<file path="config.mk">
export PLATFORM = sky130hd
export DESIGN_NAME = icts_index_compare_logic
export DESIGN_NICKNAME = d
export VERILOG_FILES = /design/src/logic/icts_pkg.sv /design/src/logic/icts_index_compare_logic.sv
export SDC_FILE = /design/constraint.sdc
export NUM_CORES = 1
export LEC_CHECK = 0
export ABC_AREA = 1
export BUFFER_PORTS_ARGS = -buffer_cell sky130_fd_sc_hd__buf_2
export CAP_MARGIN = 10
export CORE_MARGIN = 2
export CORE_UTILIZATION = 60
export DETAILED_ROUTE_END_ITERATION = 10
export GPL_TIMING_DRIVEN = 0
export MAX_ROUTING_LAYER = met4
export PLACE_DENSITY = 0.79
export SYNTH_ARGS = -nofsm -noshare
export SYNTH_HDL_FRONTEND = slang
export SYNTH_SLANG_ARGS = --single-unit
</file>
<file path="constraint.sdc">
create_clock -name ref_clk -period 3.05 [get_ports ref_clk]
set_input_delay 0.61 -clock ref_clk [delete_from_list [all_inputs] [get_ports ref_clk]]
set_output_delay 0.61 -clock ref_clk [all_outputs]
set_load 0.01 [all_outputs]
</file>
<file path="src/logic/icts_pkg.sv">
package icts_pkg;
   localparam int DATA_W = 16;
   localparam int MA_W = 12;
   localparam int REQ_W = 18;
   localparam int REQ_N = 6;
   localparam int ENTRY_WORDS = 4;
   localparam int IRQ_W = 3;
   // ****************************************
   // register port word addresses
   // ****************************************
   localparam logic [2:0] A_NOC5 = 3'h0;
   localparam logic [2:0] A_NOC6 = 3'h1;
   localparam logic [2:0] A_NOC7 = 3'h2;
   localparam logic [2:0] A_NIC5 = 3'h3;
   localparam logic [2:0] A_NIC6 = 3'h4;
   localparam logic [2:0] A_NIC7 = 3'h5;
   localparam logic [2:0] A_IRQ_ST = 3'h6;
   localparam logic [2:0] A_IRQ_MASK = 3'h7;
   localparam logic [15:0] NOC_RST = 16'h0000;
   localparam logic [IRQ_W-1:0] IRQ_RST = 3'h0;
   // ****************************************
   // field positions
   // ****************************************
   localparam int B_SA = 0;
   localparam int B_TA = 1;
   localparam int B_REQ = 2;
   localparam int B_CLR = 3;
   localparam int B_START = 4;
   localparam int B_WRBUF = 5;
   localparam int B_BACK = 6;
   localparam int B_ONE = 7;
   localparam int B_KEYID = 14;
   localparam int B_REQID = 15;
   localparam int B_NULL = 15;
   localparam int B_DEL = 13;
   localparam int KEY_MSB = 12;
   localparam int B_BUSY = 0;
   localparam int B_DEL_MODE = 1;
   localparam int B_HIT0 = 3;
   localparam int B_NOPERR = 4;
   localparam int B_HIT1 = 5;
   localparam int B_EOT = 6;
   localparam int IRQ_DONE = 0;
   localparam int IRQ_HIT = 1;
   localparam int IRQ_PERR = 2;
   typedef enum logic [2:0] {ST_IDLE, ST_FETCH, ST_CMP, ST_STEP, ST_WRITE} icts_state_t;
endpackage : icts_pkg

</file>
<file path="src/logic/icts_index_compare_logic.sv">
`timescale 1ns/1ps
// How it works
// - control via output channels, status via input channels
// - key, key plus address, delete operations
// - scans table of 64-bit entries
// - table words only in even banks
// - holds up to six 18-bit request words
// - one key, two keys, or key-address pairs
// - backward scan from high to low limit
// - delete sets null bit 15 of key
// - delete chosen by request 0 bit 13
// - delete keeps scanning after a match
// - delete ends only on end-of-table, parity error, clear
// - delete writes matched entries back, key search does not
// - channel 6 bits 0-2 gate channel 7 word
// - channel 6 bit 4 starts, bit 3 clears
// - end-of-table when address reaches limit
// - channel 6 bit 5 writes buffers back
module icts_index_compare_logic (
   input wire logic ref_clk,
   input wire logic rst_n,
   input wire logic [2:0] addr,
   input wire logic [15:0] wdata,
   input wire logic wr,
   input wire logic rd,
   output logic [15:0] rdata,
   output logic irq,
   output logic mem_req,
   output logic mem_we,
   output logic [11:0] mem_addr,
   output logic [2:0] mem_bank,
   output logic [15:0] mem_wdata,
   input wire logic mem_ack,
   input wire logic [15:0] mem_rdata,
   input wire logic mem_perr
);
   // ****************************************
   // channel registers
   // ****************************************
   logic [15:0] noc5;
   logic [15:0] noc6;
   logic [15:0] noc7;
   logic [15:0] stb;
   logic [2:0] req_cnt;
   logic [icts_pkg::REQ_W-1:0] req [icts_pkg::REQ_N];
   logic [15:0] ebuf [icts_pkg::ENTRY_WORDS];
   logic [11:0] sa;
   logic [11:0] ta;
   logic [11:0] cur;
   logic [1:0] wcnt;
   icts_pkg::icts_state_t state;
   logic back;
   logic del;
   logic resume;
   logic hit0;
   logic hit1;
   logic eot;
   logic perr;
   logic [2:0] err_bank;
   logic [icts_pkg::IRQ_W-1:0] irq_st;
   logic [icts_pkg::IRQ_W-1:0] irq_mask;
   logic [icts_pkg::IRQ_W-1:0] evt;
   logic clr;
   logic start;
   logic last_addr;
   logic [icts_pkg::REQ_N-1:0] key_eq;
   logic [icts_pkg::REQ_N-1:0] va_eq;
   logic [1:0] have_key;
   logic [1:0] have_va;
   logic [1:0] key_ok;
   logic [1:0] va_ok;
   logic del_req;
   logic m0;
   logic m1;
   logic any_hit;

   always_ff @(posedge ref_clk or negedge rst_n) begin
      if (!rst_n) begin
         noc5 <= icts_pkg::NOC_RST;
         noc6 <= icts_pkg::NOC_RST;
         noc7 <= icts_pkg::NOC_RST;
      end else if (wr) begin
         if (addr == icts_pkg::A_NOC5) begin
            noc5 <= wdata;
         end
         if (addr == icts_pkg::A_NOC6) begin
            noc6 <= wdata;
         end
         if (addr == icts_pkg::A_NOC7) begin
            noc7 <= wdata;
         end
      end
   end

   // strobe bits act only in the cycle of the channel 6 write
   assign stb = (wr && addr == icts_pkg::A_NOC6) ? wdata : 16'h0000;
   assign clr = stb[icts_pkg::B_CLR];
   assign start = stb[icts_pkg::B_START] && state == icts_pkg::ST_IDLE;

   always_ff @(posedge ref_clk or negedge rst_n) begin
      if (!rst_n) begin
         sa <= 12'h000;
         ta <= 12'h000;
      end else begin
         if (stb[icts_pkg::B_SA]) begin
            sa <= noc7[11:0];
         end
         if (stb[icts_pkg::B_TA]) begin
            ta <= noc7[11:0];
         end
      end
   end

   always_ff @(posedge ref_clk or negedge rst_n) begin
      if (!rst_n) begin
         req_cnt <= 3'h0;
         for (int i = 0; i < icts_pkg::REQ_N; i++) begin
            req[i] <= 18'h00000;
         end
      end else if (clr) begin
         req_cnt <= 3'h0;
      end else if (stb[icts_pkg::B_REQ] && req_cnt < 3'(icts_pkg::REQ_N)) begin
         req[req_cnt] <= {noc5[icts_pkg::B_REQID], noc5[icts_pkg::B_KEYID], noc7};
         req_cnt <= req_cnt + 3'h1;
      end
   end

   // ****************************************
   // compare
   // ****************************************
   for (genvar g = 0; g < icts_pkg::REQ_N; g++) begin : g_slot
      assign key_eq[g] = req[g][icts_pkg::KEY_MSB:0] == ebuf[0][icts_pkg::KEY_MSB:0];
      assign va_eq[g] = req[g][15:0] == ebuf[1];
   end

   always_comb begin
      have_key = 2'h0;
      have_va = 2'h0;
      key_ok = 2'h0;
      va_ok = 2'h0;
      del_req = 1'b0;
      for (int i = 0; i < icts_pkg::REQ_N; i++) begin
         if (i < int'(req_cnt)) begin
            if (!have_key[req[i][17]]) begin
               have_key[req[i][17]] = 1'b1;
               key_ok[req[i][17]] = key_eq[i];
               if (!req[i][17]) begin
                  del_req = req[i][icts_pkg::B_DEL];
               end
            end else if (!have_va[req[i][17]]) begin
               have_va[req[i][17]] = 1'b1;
               va_ok[req[i][17]] = va_eq[i];
            end
         end
      end
   end

   // null entries match only the one-request search
   assign m0 = ebuf[0][icts_pkg::B_NULL] ? noc6[icts_pkg::B_ONE]
             : (have_key[0] && key_ok[0] && (!have_va[0] || va_ok[0]));
   assign m1 = !ebuf[0][icts_pkg::B_NULL] && have_key[1] && key_ok[1] && (!have_va[1] || va_ok[1]);
   assign any_hit = m0 || m1;
   assign last_addr = cur == (back ? sa : ta);

   // ****************************************
   // scan sequencer
   // ****************************************
   // search engine
   always_ff @(posedge ref_clk or negedge rst_n) begin
      if (!rst_n) begin
         state <= icts_pkg::ST_IDLE;
         cur <= 12'h000;
         wcnt <= 2'h0;
         back <= 1'b0;
         del <= 1'b0;
         resume <= 1'b0;
      end else if (clr) begin
         state <= icts_pkg::ST_IDLE;
         wcnt <= 2'h0;
      end else begin
         unique case (state)
            icts_pkg::ST_IDLE: begin
               wcnt <= 2'h0;
               if (start) begin
                  back <= noc6[icts_pkg::B_BACK];
                  cur <= noc6[icts_pkg::B_BACK] ? ta : sa;
                  del <= del_req;
                  state <= icts_pkg::ST_FETCH;
               end else if (stb[icts_pkg::B_WRBUF]) begin
                  resume <= 1'b0;
                  state <= icts_pkg::ST_WRITE;
               end
            end
            icts_pkg::ST_FETCH: begin
               if (mem_ack) begin
                  if (mem_perr) begin
                     state <= icts_pkg::ST_IDLE;
                  end else if (wcnt == 2'h3) begin
                     state <= icts_pkg::ST_CMP;
                  end
                  wcnt <= wcnt + 2'h1;
               end
            end
            icts_pkg::ST_CMP: begin
               if (any_hit && del && !ebuf[0][icts_pkg::B_NULL]) begin
                  resume <= 1'b1;
                  state <= icts_pkg::ST_WRITE;
               end else if (any_hit && !del) begin
                  state <= icts_pkg::ST_IDLE;
               end else begin
                  state <= icts_pkg::ST_STEP;
               end
            end
            icts_pkg::ST_STEP: begin
               if (last_addr) begin
                  state <= icts_pkg::ST_IDLE;
               end else begin
                  cur <= back ? cur - 12'h001 : cur + 12'h001;
                  state <= icts_pkg::ST_FETCH;
               end
            end
            icts_pkg::ST_WRITE: begin
               if (mem_ack) begin
                  wcnt <= wcnt + 2'h1;
                  if (wcnt == 2'h3) begin
                     state <= resume ? icts_pkg::ST_STEP : icts_pkg::ST_IDLE;
                  end
               end
            end
         endcase
      end
   end

   always_ff @(posedge ref_clk or negedge rst_n) begin
      if (!rst_n) begin
         for (int i = 0; i < icts_pkg::ENTRY_WORDS; i++) begin
            ebuf[i] <= 16'h0000;
         end
      end else if (state == icts_pkg::ST_FETCH && mem_ack) begin
         ebuf[wcnt] <= mem_rdata;
      end else if (state == icts_pkg::ST_CMP && any_hit && del) begin
         ebuf[0][icts_pkg::B_NULL] <= 1'b1;
      end
   end

   assign mem_bank = {wcnt, 1'b0};
   assign mem_addr = cur;
   assign mem_req = state == icts_pkg::ST_FETCH;
   assign mem_we = state == icts_pkg::ST_WRITE;
   assign mem_wdata = ebuf[wcnt];

   // ****************************************
   // status flags
   // ****************************************
   always_ff @(posedge ref_clk or negedge rst_n) begin
      if (!rst_n) begin
         hit0 <= 1'b0;
         hit1 <= 1'b0;
         eot <= 1'b0;
         perr <= 1'b0;
         err_bank <= 3'h0;
      end else if (clr || start) begin
         hit0 <= 1'b0;
         hit1 <= 1'b0;
         eot <= 1'b0;
         perr <= 1'b0;
      end else begin
         if (state == icts_pkg::ST_CMP) begin
            hit0 <= hit0 || m0;
            hit1 <= hit1 || m1;
         end
         if (state == icts_pkg::ST_STEP && last_addr) begin
            eot <= 1'b1;
         end
         if (state == icts_pkg::ST_FETCH && mem_ack && mem_perr) begin
            perr <= 1'b1;
            err_bank <= mem_bank;
         end
      end
   end

   assign evt[icts_pkg::IRQ_DONE] = state == icts_pkg::ST_STEP && last_addr
                                  || state == icts_pkg::ST_CMP && any_hit && !del;
   assign evt[icts_pkg::IRQ_HIT] = state == icts_pkg::ST_CMP && any_hit;
   assign evt[icts_pkg::IRQ_PERR] = state == icts_pkg::ST_FETCH && mem_ack && mem_perr;

   // set wins over write-one clear
   always_ff @(posedge ref_clk or negedge rst_n) begin
      if (!rst_n) begin
         irq_st <= icts_pkg::IRQ_RST;
         irq_mask <= icts_pkg::IRQ_RST;
      end else begin
         if (wr && addr == icts_pkg::A_IRQ_MASK) begin
            irq_mask <= wdata[icts_pkg::IRQ_W-1:0];
         end
         if (wr && addr == icts_pkg::A_IRQ_ST) begin
            irq_st <= (irq_st & ~wdata[icts_pkg::IRQ_W-1:0]) | evt;
         end else begin
            irq_st <= irq_st | evt;
         end
      end
   end

   assign irq = |(irq_st & irq_mask);

   always_ff @(posedge ref_clk or negedge rst_n) begin
      if (!rst_n) begin
         rdata <= 16'h0000;
      end else if (rd) begin
         unique case (addr)
            icts_pkg::A_NOC5: rdata <= noc5;
            icts_pkg::A_NOC6: rdata <= noc6;
            icts_pkg::A_NOC7: rdata <= noc7;
            icts_pkg::A_NIC5: rdata <= {12'h000, err_bank, perr};
            icts_pkg::A_NIC6: rdata <= {9'h000, eot, hit1, !perr, hit0, 1'b0, del, state != icts_pkg::ST_IDLE};
            icts_pkg::A_NIC7: rdata <= {4'h0, cur};
            icts_pkg::A_IRQ_ST: rdata <= {13'h0000, irq_st};
            icts_pkg::A_IRQ_MASK: rdata <= {13'h0000, irq_mask};
         endcase
      end else begin
         rdata <= 16'h0000;
      end
   end
endmodule : icts_index_compare_logic

</file>
# Yosys cells after proc, flatten, opt, wreduce, memory -nomap -nowiden
# Cells that the tools add are included.
# Widths: inputs -> output; s select.
dict set report totals {
  out_inout_bits 50
  ff_bits 295
}
dict set report op_classes {
  mux 168
  n_bitwise 21
  n_reduce_logical 62
  addsub 4
  eq_ne 35
  magnitude_cmp 23
}
# operator n
set op_table {}
lappend op_table {{$pmux 16 s8} 1}
lappend op_table {{$mux 2} 60}
lappend op_table {{$bwmux 108} 1}
lappend op_table {{$eq 16x16->1} 5}
lappend op_table {{$eq 13x13->1} 6}
lappend op_table {{$bwmux 64} 1}
lappend op_table {{$mux 16} 4}
lappend op_table {{$mux 1} 60}
lappend op_table {{$mux 12} 5}
lappend op_table {{$demux 18 s3} 1}
lappend op_table {{$mux 3} 12}
lappend op_table {{$bmux 16 s2} 1}
lappend op_table {{$demux 16 s2} 1}
lappend op_table {{$logic_and 1x1->1} 27}
lappend op_table {{$pmux 12 s2} 1}
lappend op_table {{$or 2x2->2} 10}
lappend op_table {{$bwmux 2} 9}
lappend op_table {{$mux 18} 1}
lappend op_table {{$eq 3x3->1 const B} 5}
lappend op_table {{$pmux 3 s5} 1}
lappend op_table {{$reduce_bool 2->1} 7}
lappend op_table {{$add 12x1->12 const B} 1}
lappend op_table {{$eq 12x12->1} 1}
lappend op_table {{$eq 3x2->1 const B} 4}
lappend op_table {{other kinds (40)} 88}

# Depth between registers and ports, before layout
# Gate-level depths: netlist of the first run.
dict set report depth {
  ltp_word 42
  ltp_mapped 22
  mapped_depth_nobuf 21
}

# Worst setup path before layout of the first run
# Ideal clock, no wire load.
dict set report synth_path {
  path_type {flip-flop to flip-flop}
  start {register back}
  end {register cur[10], in the netlist mem_addr[10]}
  path_stages_with_launch 15
  setup_slack_ns 0.665
  arrival_ns 2.308
  n_path_buf 2
  synth_period_minus_slack_ns 2.385
  setup_time_ns 0.077
  cell_sequence {dfrtp_1 > buf_4 > inv_2 > buf_6 > fa_1 > nor2_1 > a211oi_1 > o21ai_0 > a31oi_1 > nor2_1 > o21ai_0 > nand2_1 > xor2_1 > nand2_1 > a21oi_1}
}
dict set report synth_via {
  elab_chain_len 4
  word_cells_on_any_way 7
  classes_between {eq/ne: 2; mux: 4; reduce/logical: 1}
}
# item line_no
set synth_rtl {}
lappend synth_rtl {{from (decl)} icts_index_compare_logic.sv:52} ;# logic back;
lappend synth_rtl {{from (signal assigned)} icts_index_compare_logic.sv:185} ;# back <= noc6[icts_pkg::B_BACK];
lappend synth_rtl {{$mux 12} icts_index_compare_logic.sv:163} ;# assign last_addr = cur == (back ? sa : ta);
lappend synth_rtl {{$eq 12x12->1} icts_index_compare_logic.sv:163}
lappend synth_rtl {{$ne 2x2->1 (no source line)} n/a}
lappend synth_rtl {{$reduce_and 4->1 (no source line)} n/a}
lappend synth_rtl {{to (signal assigned)} icts_index_compare_logic.sv:186} ;# cur <= noc6[icts_pkg::B_BACK] ? ta : sa;
lappend synth_rtl {{to (signal assigned)} icts_index_compare_logic.sv:218} ;# cur <= back ? cur - 12'h001 : cur + 12'h001;
lappend synth_rtl {{to (decl)} icts_index_compare_logic.sv:49} ;# logic [11:0] cur;
# Parallel ways exist; a longest one is shown, timed or not. The select of a mux whose other input is x is not followed.
# A chain may end at the register's enable or synchronous reset.

# Worst setup path in the final report of the first run
dict set report layout_path {
  start {register wcnt[0]}
  end {output mem_wdata[5]}
}
dict set report layout_via {
  elab_chain_len 4
}
# item line_no
set layout_rtl {}
lappend layout_rtl {{from (decl)} icts_index_compare_logic.sv:50} ;# logic [1:0] wcnt;
lappend layout_rtl {{from (signal assigned)} icts_index_compare_logic.sv:201} ;# wcnt <= wcnt + 2'h1;
lappend layout_rtl {{from (signal assigned)} icts_index_compare_logic.sv:224} ;# wcnt <= wcnt + 2'h1;
lappend layout_rtl {{$not 2->3 (implied by the code)} icts_index_compare_logic.sv:250} ;# assign mem_wdata = ebuf[wcnt];
lappend layout_rtl {{$bmux 16 s2} icts_index_compare_logic.sv:250}
lappend layout_rtl {{$mux 16 (implied by the code) (2 in a row)} icts_index_compare_logic.sv:250}
lappend layout_rtl {{to (decl)} icts_index_compare_logic.sv:32} ;# output logic [15:0] mem_wdata,
# No other way between the ends. The select of a mux whose other input is x is not followed.

==> flow_summary.toml, run 1 <==
[global_route]
overflow = 0
grt_pass1_wl_mm = 72.2
grt_max_degree = 127
grt_antenna_before_repair = 0
grt_use_total_pct = 35.8
grt_pass1_vias = 13641

[setup_path]
path_class = "flip-flop to primary output"
critPathMaxFanout = 10
cp.arrival_ns = 2.34
worstSetupStartpointType = "flip-flop"
cp_num_buf_inv = 4
path_delay_family = "buffers and inverters"
slowest_delay_ns = 0.46
crit_required_ns = 2.44
crit_top_cell = "a21oi_1"
crit_path_end_kind = "primary output"
slowest_stage = "dfrtp_1"
path_cells = "clkbuf_2 -> inv_1 -> clkbuf_1 -> a21oi_1 -> a21oi_1 -> buf_2"

[flow_run]
cap_violations = 0

[timing]
hold_viol_final = 0
timing.hold.ws_ns = 0.0169
fmax_ghz = 0.339
finalClockSkew_ns = 0.0106
worst_slack_ns = 0.0958
post-route-period-util_pct = 96.9
slew_viol_final = 0
tightestPinTransition_ns = 0.843
maxSlewHeadroom_pct = 43.6
fin_crit_ns = 2.95
setup_viol = 0

[place]
port_buffers = 89
dpl_cell_area_um2 = 16300
dpl_worst_slack_ns = -0.0803
gp_congestion = 0.943
hpwl_mm = 33.5

[logic_synthesis]
syn_nets = 2033
ys_types = 47
syn-instance-count = 1976
ys_warn_count = 0
async_reset_ff_share_pct = 100
syn-mean-instance-area_um2 = 7.78
synth_flop_cell = "dfrtp_1"
yosysTopAreaCell = "dfrtp_1"
synth_area_leaders = "dfrtp_1, nand2_1, o21ai_0"
ys_ff_latch = 287
synth_top_area_share_pct = 46.7
synth.yosys.seq_area_share_pct = 46.7
synthTopCellsByCount = "nand2_1, dfrtp_1, o21ai_0"
synth_edf_count = 0
netlist_area_um2 = 15400
yosysMostFrequentCell = "nand2_1"

[floorplan]
initial_utilization_pct = 61.0
io_pins = 91
core_region_area_um2 = 25200
dieArea_um2 = 26900
die_h_um = 164
fp-row-count = 58
die-width_um = 164

[finish]
postLayoutCellArea_um2 = 17300
fillers = 2096
layout-area-overhead-vs-synth_pct = 12.5
fin_nets = 2156
drive_gt1_share_pct = 10.9
diodes = 0

[cts]
cts_max_level = 1
cts_root_buf = "clkbuf_16"
cts_tree = "done"
postCtsHoldBufs = 0
insertion_delay_ns = 0.56
cts.clk_slew.worst_paths_ns = 0.06
cts.sinks = 287
cts_max_path_buffers = 3
numCtsBuffers = 30

[power]
p_sw_uw = 6110
ir_drop_mv = 0.593
power.leakage_uw = 0.00860
p_clk_share_pct = 24.6
powerDensity_nw_per_um2 = 870
seqPwrFrac_pct = 35.4
pwr-share-comb_pct = 40.0
intPower_uw = 8940
finalPower_uw = 15100
swShare_pct = 40.6

[route]
ant_nets = 0
num_vias = 14088
drt_iter0_markers = 1429
remaining_drc_errors = 0
dr.pass1.iters = 6
vias_per_cell = 5.74
wire_per_inst_um = 18.6
routed_wl_mm = 45.7

[run_status]
status = "complete, no violations"

[hold_path]
hold_path_class = "primary input to asynchronous set/reset pin"
[cell families (layout without fill, tap and decap cells)]
logic type,after synthesis,in the layout,share of synthesized area (%)
xor gates and xnor gates,123,123,7.01
AOI/OAI and AO/OA,448,448,15.5
adders and majority gates,16,16,1.35
and+or+nand+nor,806,806,21.7
buffers and inverters,294,441,7.67
muxes,1,1,0.0651
other,1,1,0.0244
DFF,287,287,46.7
[timing repair]
| action | in CTS | in global routing |
|---|---|---|
| pin swaps | 0 | 0 |
| setup endpoints to repair | 12 | 15 |
| gates resized for setup | 2 | 9 |
| buffers inserted | 0 | 0 |
[metal layers]
layer  vias to the layer above  global-route usage [%]  wire, um
met1                      6729                    44.7     18100
met4                         0                    17.4      2450
li1                       6610                       -         -
met5                         -                       -         0
met2                       594                    56.9     21800
met3                       155                    6.16      3410
[layout make-up]
type | instances | area [um2] | area share [%]
well taps | 330 | 413 | 2.39
flip-flops and latches | 287 | 7180 | 41.5
inverters | 198 | 743 | 4.30
multi-input cells | 1395 | 7010 | 40.5
clock buffers | 50 | 937 | 5.42
plain buffers | 96 | 443 | 2.56
clock inverters | 6 | 58.8 | 0.340
repair buffers | 91 | 510 | 2.95
[cells in the final DEF, fill, tap and decap left out, types with 3 or more instances in the layout]
cell type / instances
o21ai_1: 16
xor2_1: 77
inv_2: 11
dfrtp_1: 286
xnor2_1: 46
clkbuf_8: 9
or2_2: 8
a21oi_1: 96
o21ai_0: 285
ha_1: 15
a211oi_1: 3
nor2_4: 3
clkbuf_2: 6
buf_6: 4
inv_1: 187
nand2_2: 11
nor3b_1: 3
o211ai_1: 7
nor4_1: 4
clkbuf_1: 64
nand3_2: 4
nand3_1: 39
a31oi_1: 7
nor2_2: 5
a221oi_1: 14
nand2_1: 549
nor2_1: 129
clkbuf_16: 31
nand4_1: 21
buf_2: 118
o22ai_1: 7
clkinv_2: 4
nor3_1: 21
[stage by stage]
stage | TNS (ns) | std cells | utilization [%]
2_1_floorplan | 0 | 1976 | -
4_1_cts | 0 | 2453 | 68.7
3_5_place_dp | -0.933 | 2397 | 64.7
5_1_grt | -0.00234 | 2453 | 68.7
3_3_place_gp | -1108.37 | 2395 | 64.5
6_report | 0 | 2453 | 68.7
[power groups by stage]
| stage | clock, uW | sequential, uW | combinational (uW) |
|---|---|---|---|
| 6_report | 3700 | 5330 | 6020 |
| 5_1_grt | 3850 | 5410 | 6690 |
| 2_1_floorplan | 0 | 5190 | 4110 |
| 3_3_place_gp | 0 | 5330 | 5700 |
| 3_5_place_dp | 0 | 5350 | 5870 |
| 4_1_cts | 3700 | 5300 | 5930 |
[state kept, by name (all words and copies together), names as in the netlist]
name,cells
back,1
del,1
ebuf,64
eot,1
err_bank,2
hit0,1
hit1,1
irq_mask,3
irq_st,3
mem_addr,12
noc5,16
noc6,16
noc7,16
perr,1
rdata,16
req,100
req_cnt,3
resume,1
sa,12
state,3
ta,12
wcnt,2
[final timing paths]
check	startpoint	end	cells after the start	slack, ns
setup reg to reg	state[2]	ebuf[6]	7	0.24
hold / removal	rst_n	ebuf[1]	1	0.02
min in group ref_clk	wdata[11]	noc6[11]	3	0.36
setup / recovery	wcnt[0]	mem_wdata[5]	6	0.1
hold reg to reg	noc5[8]	noc5[8]	2	0.48
max in group asynchronous	rst_n	noc5[14]	3	1.60
Note: power is estimated with default switching activity, not from simulation.
==> run 2: changes to the inputs <==
CTS_BUF_LIST = sky130_fd_sc_hd__clkbuf_8   (was unset)
clock period = 3.4 ns   (was 3.05 ns; I/O delays follow)
==> flow_summary.toml, run 2 (synthesis results as in run 1) <==
[run_status]
status = "complete, no violations"

[setup_path]
cp.arrival_ns = 2.56
rrSetupSlack_ns = 0.54
path_class = "flip-flop to primary output"
crit_required_ns = 2.72
worstSetupStartpointType = "flip-flop"
timing.rr.start = "back"
worstRegToRegCells = 13
crit_path_end_kind = "primary output"
r2r_end = "mem_addr[9]"
critPathMaxFanout = 10
startpoint = "wcnt[0]"
critPathCapture = "mem_wdata[5]"

[power]
power.leakage_uw = 0.00866
ir_drop_mv = 0.596
powerDensity_nw_per_um2 = 770

[cts]
cts_tree = "done"
cts.sinks = 287
cts_setup_buffers = 0
numCtsBuffers = 48
cts_resized = 0
cts_max_path_buffers = 3
cts.clk_slew.worst_paths_ns = 0.06
cts_root_buf = "clkbuf_8"
cts_max_level = 2
insertion_delay_ns = 0.59
postCtsHoldBufs = 0

[global_route]
met3_usage_pct = 6.59
grtUsageMet2_pct = 56.2
grt_antenna_before_repair = 0
overflow = 0
grt.busiest_layer = "met2"
grt_max_degree = 127
grt_pass1_wl_mm = 71.8
met1_usage_pct = 44.0
grt_pass1_vias = 13677
grt_use_total_pct = 35.6

[route]
drt_iter0_markers = 1490
dr.pass1.iters = 6
routed_wl_mm = 45.3
vias_per_cell = 5.71
remaining_drc_errors = 0
wire_per_inst_um = 18.3
num_vias = 14189
ant_nets = 0

[timing]
setup_tns_ns = 0
timing.hold.ws_ns = 0.0517
setup_viol = 0
fin_crit_ns = 3.24
tightestPinTransition_ns = 0.883
maxSlewHeadroom_pct = 40.9
rsz0062_at_grt = "false"
fmax_ghz = 0.309
hold_viol_final = 0
slew_viol_final = 0
post-route-period-util_pct = 95.3
finalClockSkew_ns = 0.0229

[floorplan]
core_region_area_um2 = 25200
initial_utilization_pct = 61.0
fp-row-count = 58
dieArea_um2 = 26900
die_h_um = 164
io_pins = 91
die-width_um = 164

[finish]
final_cell_mix = "nand2_1, dfrtp_1, o21ai_0, inv_1, nor2_1"
layout.cells.non_filler = 2483
largest_register = "req"
final_core_util_pct = 68.7
final_common_cell = "nand2_1"
fillers = 2100
seq_area_um2 = 7180
top_regs = "req (100), ebuf (64)"
layout-area-overhead-vs-synth_pct = 12.5
largest_reg_flops = 100
diodes = 0
multi_input_area_um2 = 7010
drive_gt1_share_pct = 11.9
fin_nets = 2174

[hold_path]
hold_path_class = "primary input to asynchronous set/reset pin"

[place]
port_buffers = 89
hpwl_mm = 33.5
gp_congestion = 0.943
place_inst = 2397

[flow_run]
cap_violations = 0
## run 2: changes by cell type in the layout (fill, tap and decap cells not counted), sizes merged
cell	before	now
clkbuf	110	122
clkinv	5	15
inv	198	206
## run 2: how the worst min path moves through the flow
| stage | start | to | slack [ns] | cells after the start |
|---|---|---|---|---|
| 6_report | rst_n | ebuf[1] | 0.05 | 1 |
| 3_3_place_gp | noc6[2] | noc6[2] | 0.46 | 2 |
| 2_1_floorplan | rst_n | back | 0.38 | 0 |
| 4_1_cts | rst_n | ebuf[27] | 0.07 | 1 |
| 3_5_place_dp | noc6[3] | noc6[3] | 0.47 | 2 |
| 5_1_grt | rst_n | ebuf[49] | 0.10 | 1 |
## run 2: through the flow
step	worst slack, ns	area, um2	total power (uW)
after floorplan	1.02	15400	8340
final	0.160	17300	13300
after detailed placement	0.200	16300	10100
after CTS	0.201	17300	13300
after global routing	0.0287	17300	14200
after global placement	-3.63	16200	9890
## run 2: cell type report
cell class	instances	share of cell area, %
repair buffers	91	2.95
clock inverters	24	0.875
clock buffers	62	4.93
multi-input cells	1395	40.5
well taps	330	2.39
inverters	198	4.30
plain buffers	96	2.52
flip-flops and latches	287	41.5
## run 2: power by group
part	total, uW	leakage [uW]	switching [uW]	internal, uW
clock network	3190	0.000563	1470	1720
registers	4770	0.00380	607	4170
logic	5360	0.00429	3450	1910
total	13300	0.00866	5530	7800
## run 2: critical path, stage by stage, from the launching register on
cell	delay, ns
dfrtp_1	0.46
clkbuf_1	0.44
inv_1	0.17
clkbuf_1	0.26
o21ai_0	0.20
a21oi_1	0.07
a21oi_1	0.20
buf_2	0.17
## run 2: layer usage
metal	wire length, um	vias to the layer above
li1	-	6650
met1	18000	6734
met2	21100	629
met3	3600	176
met4	2670	0
met5	0	-
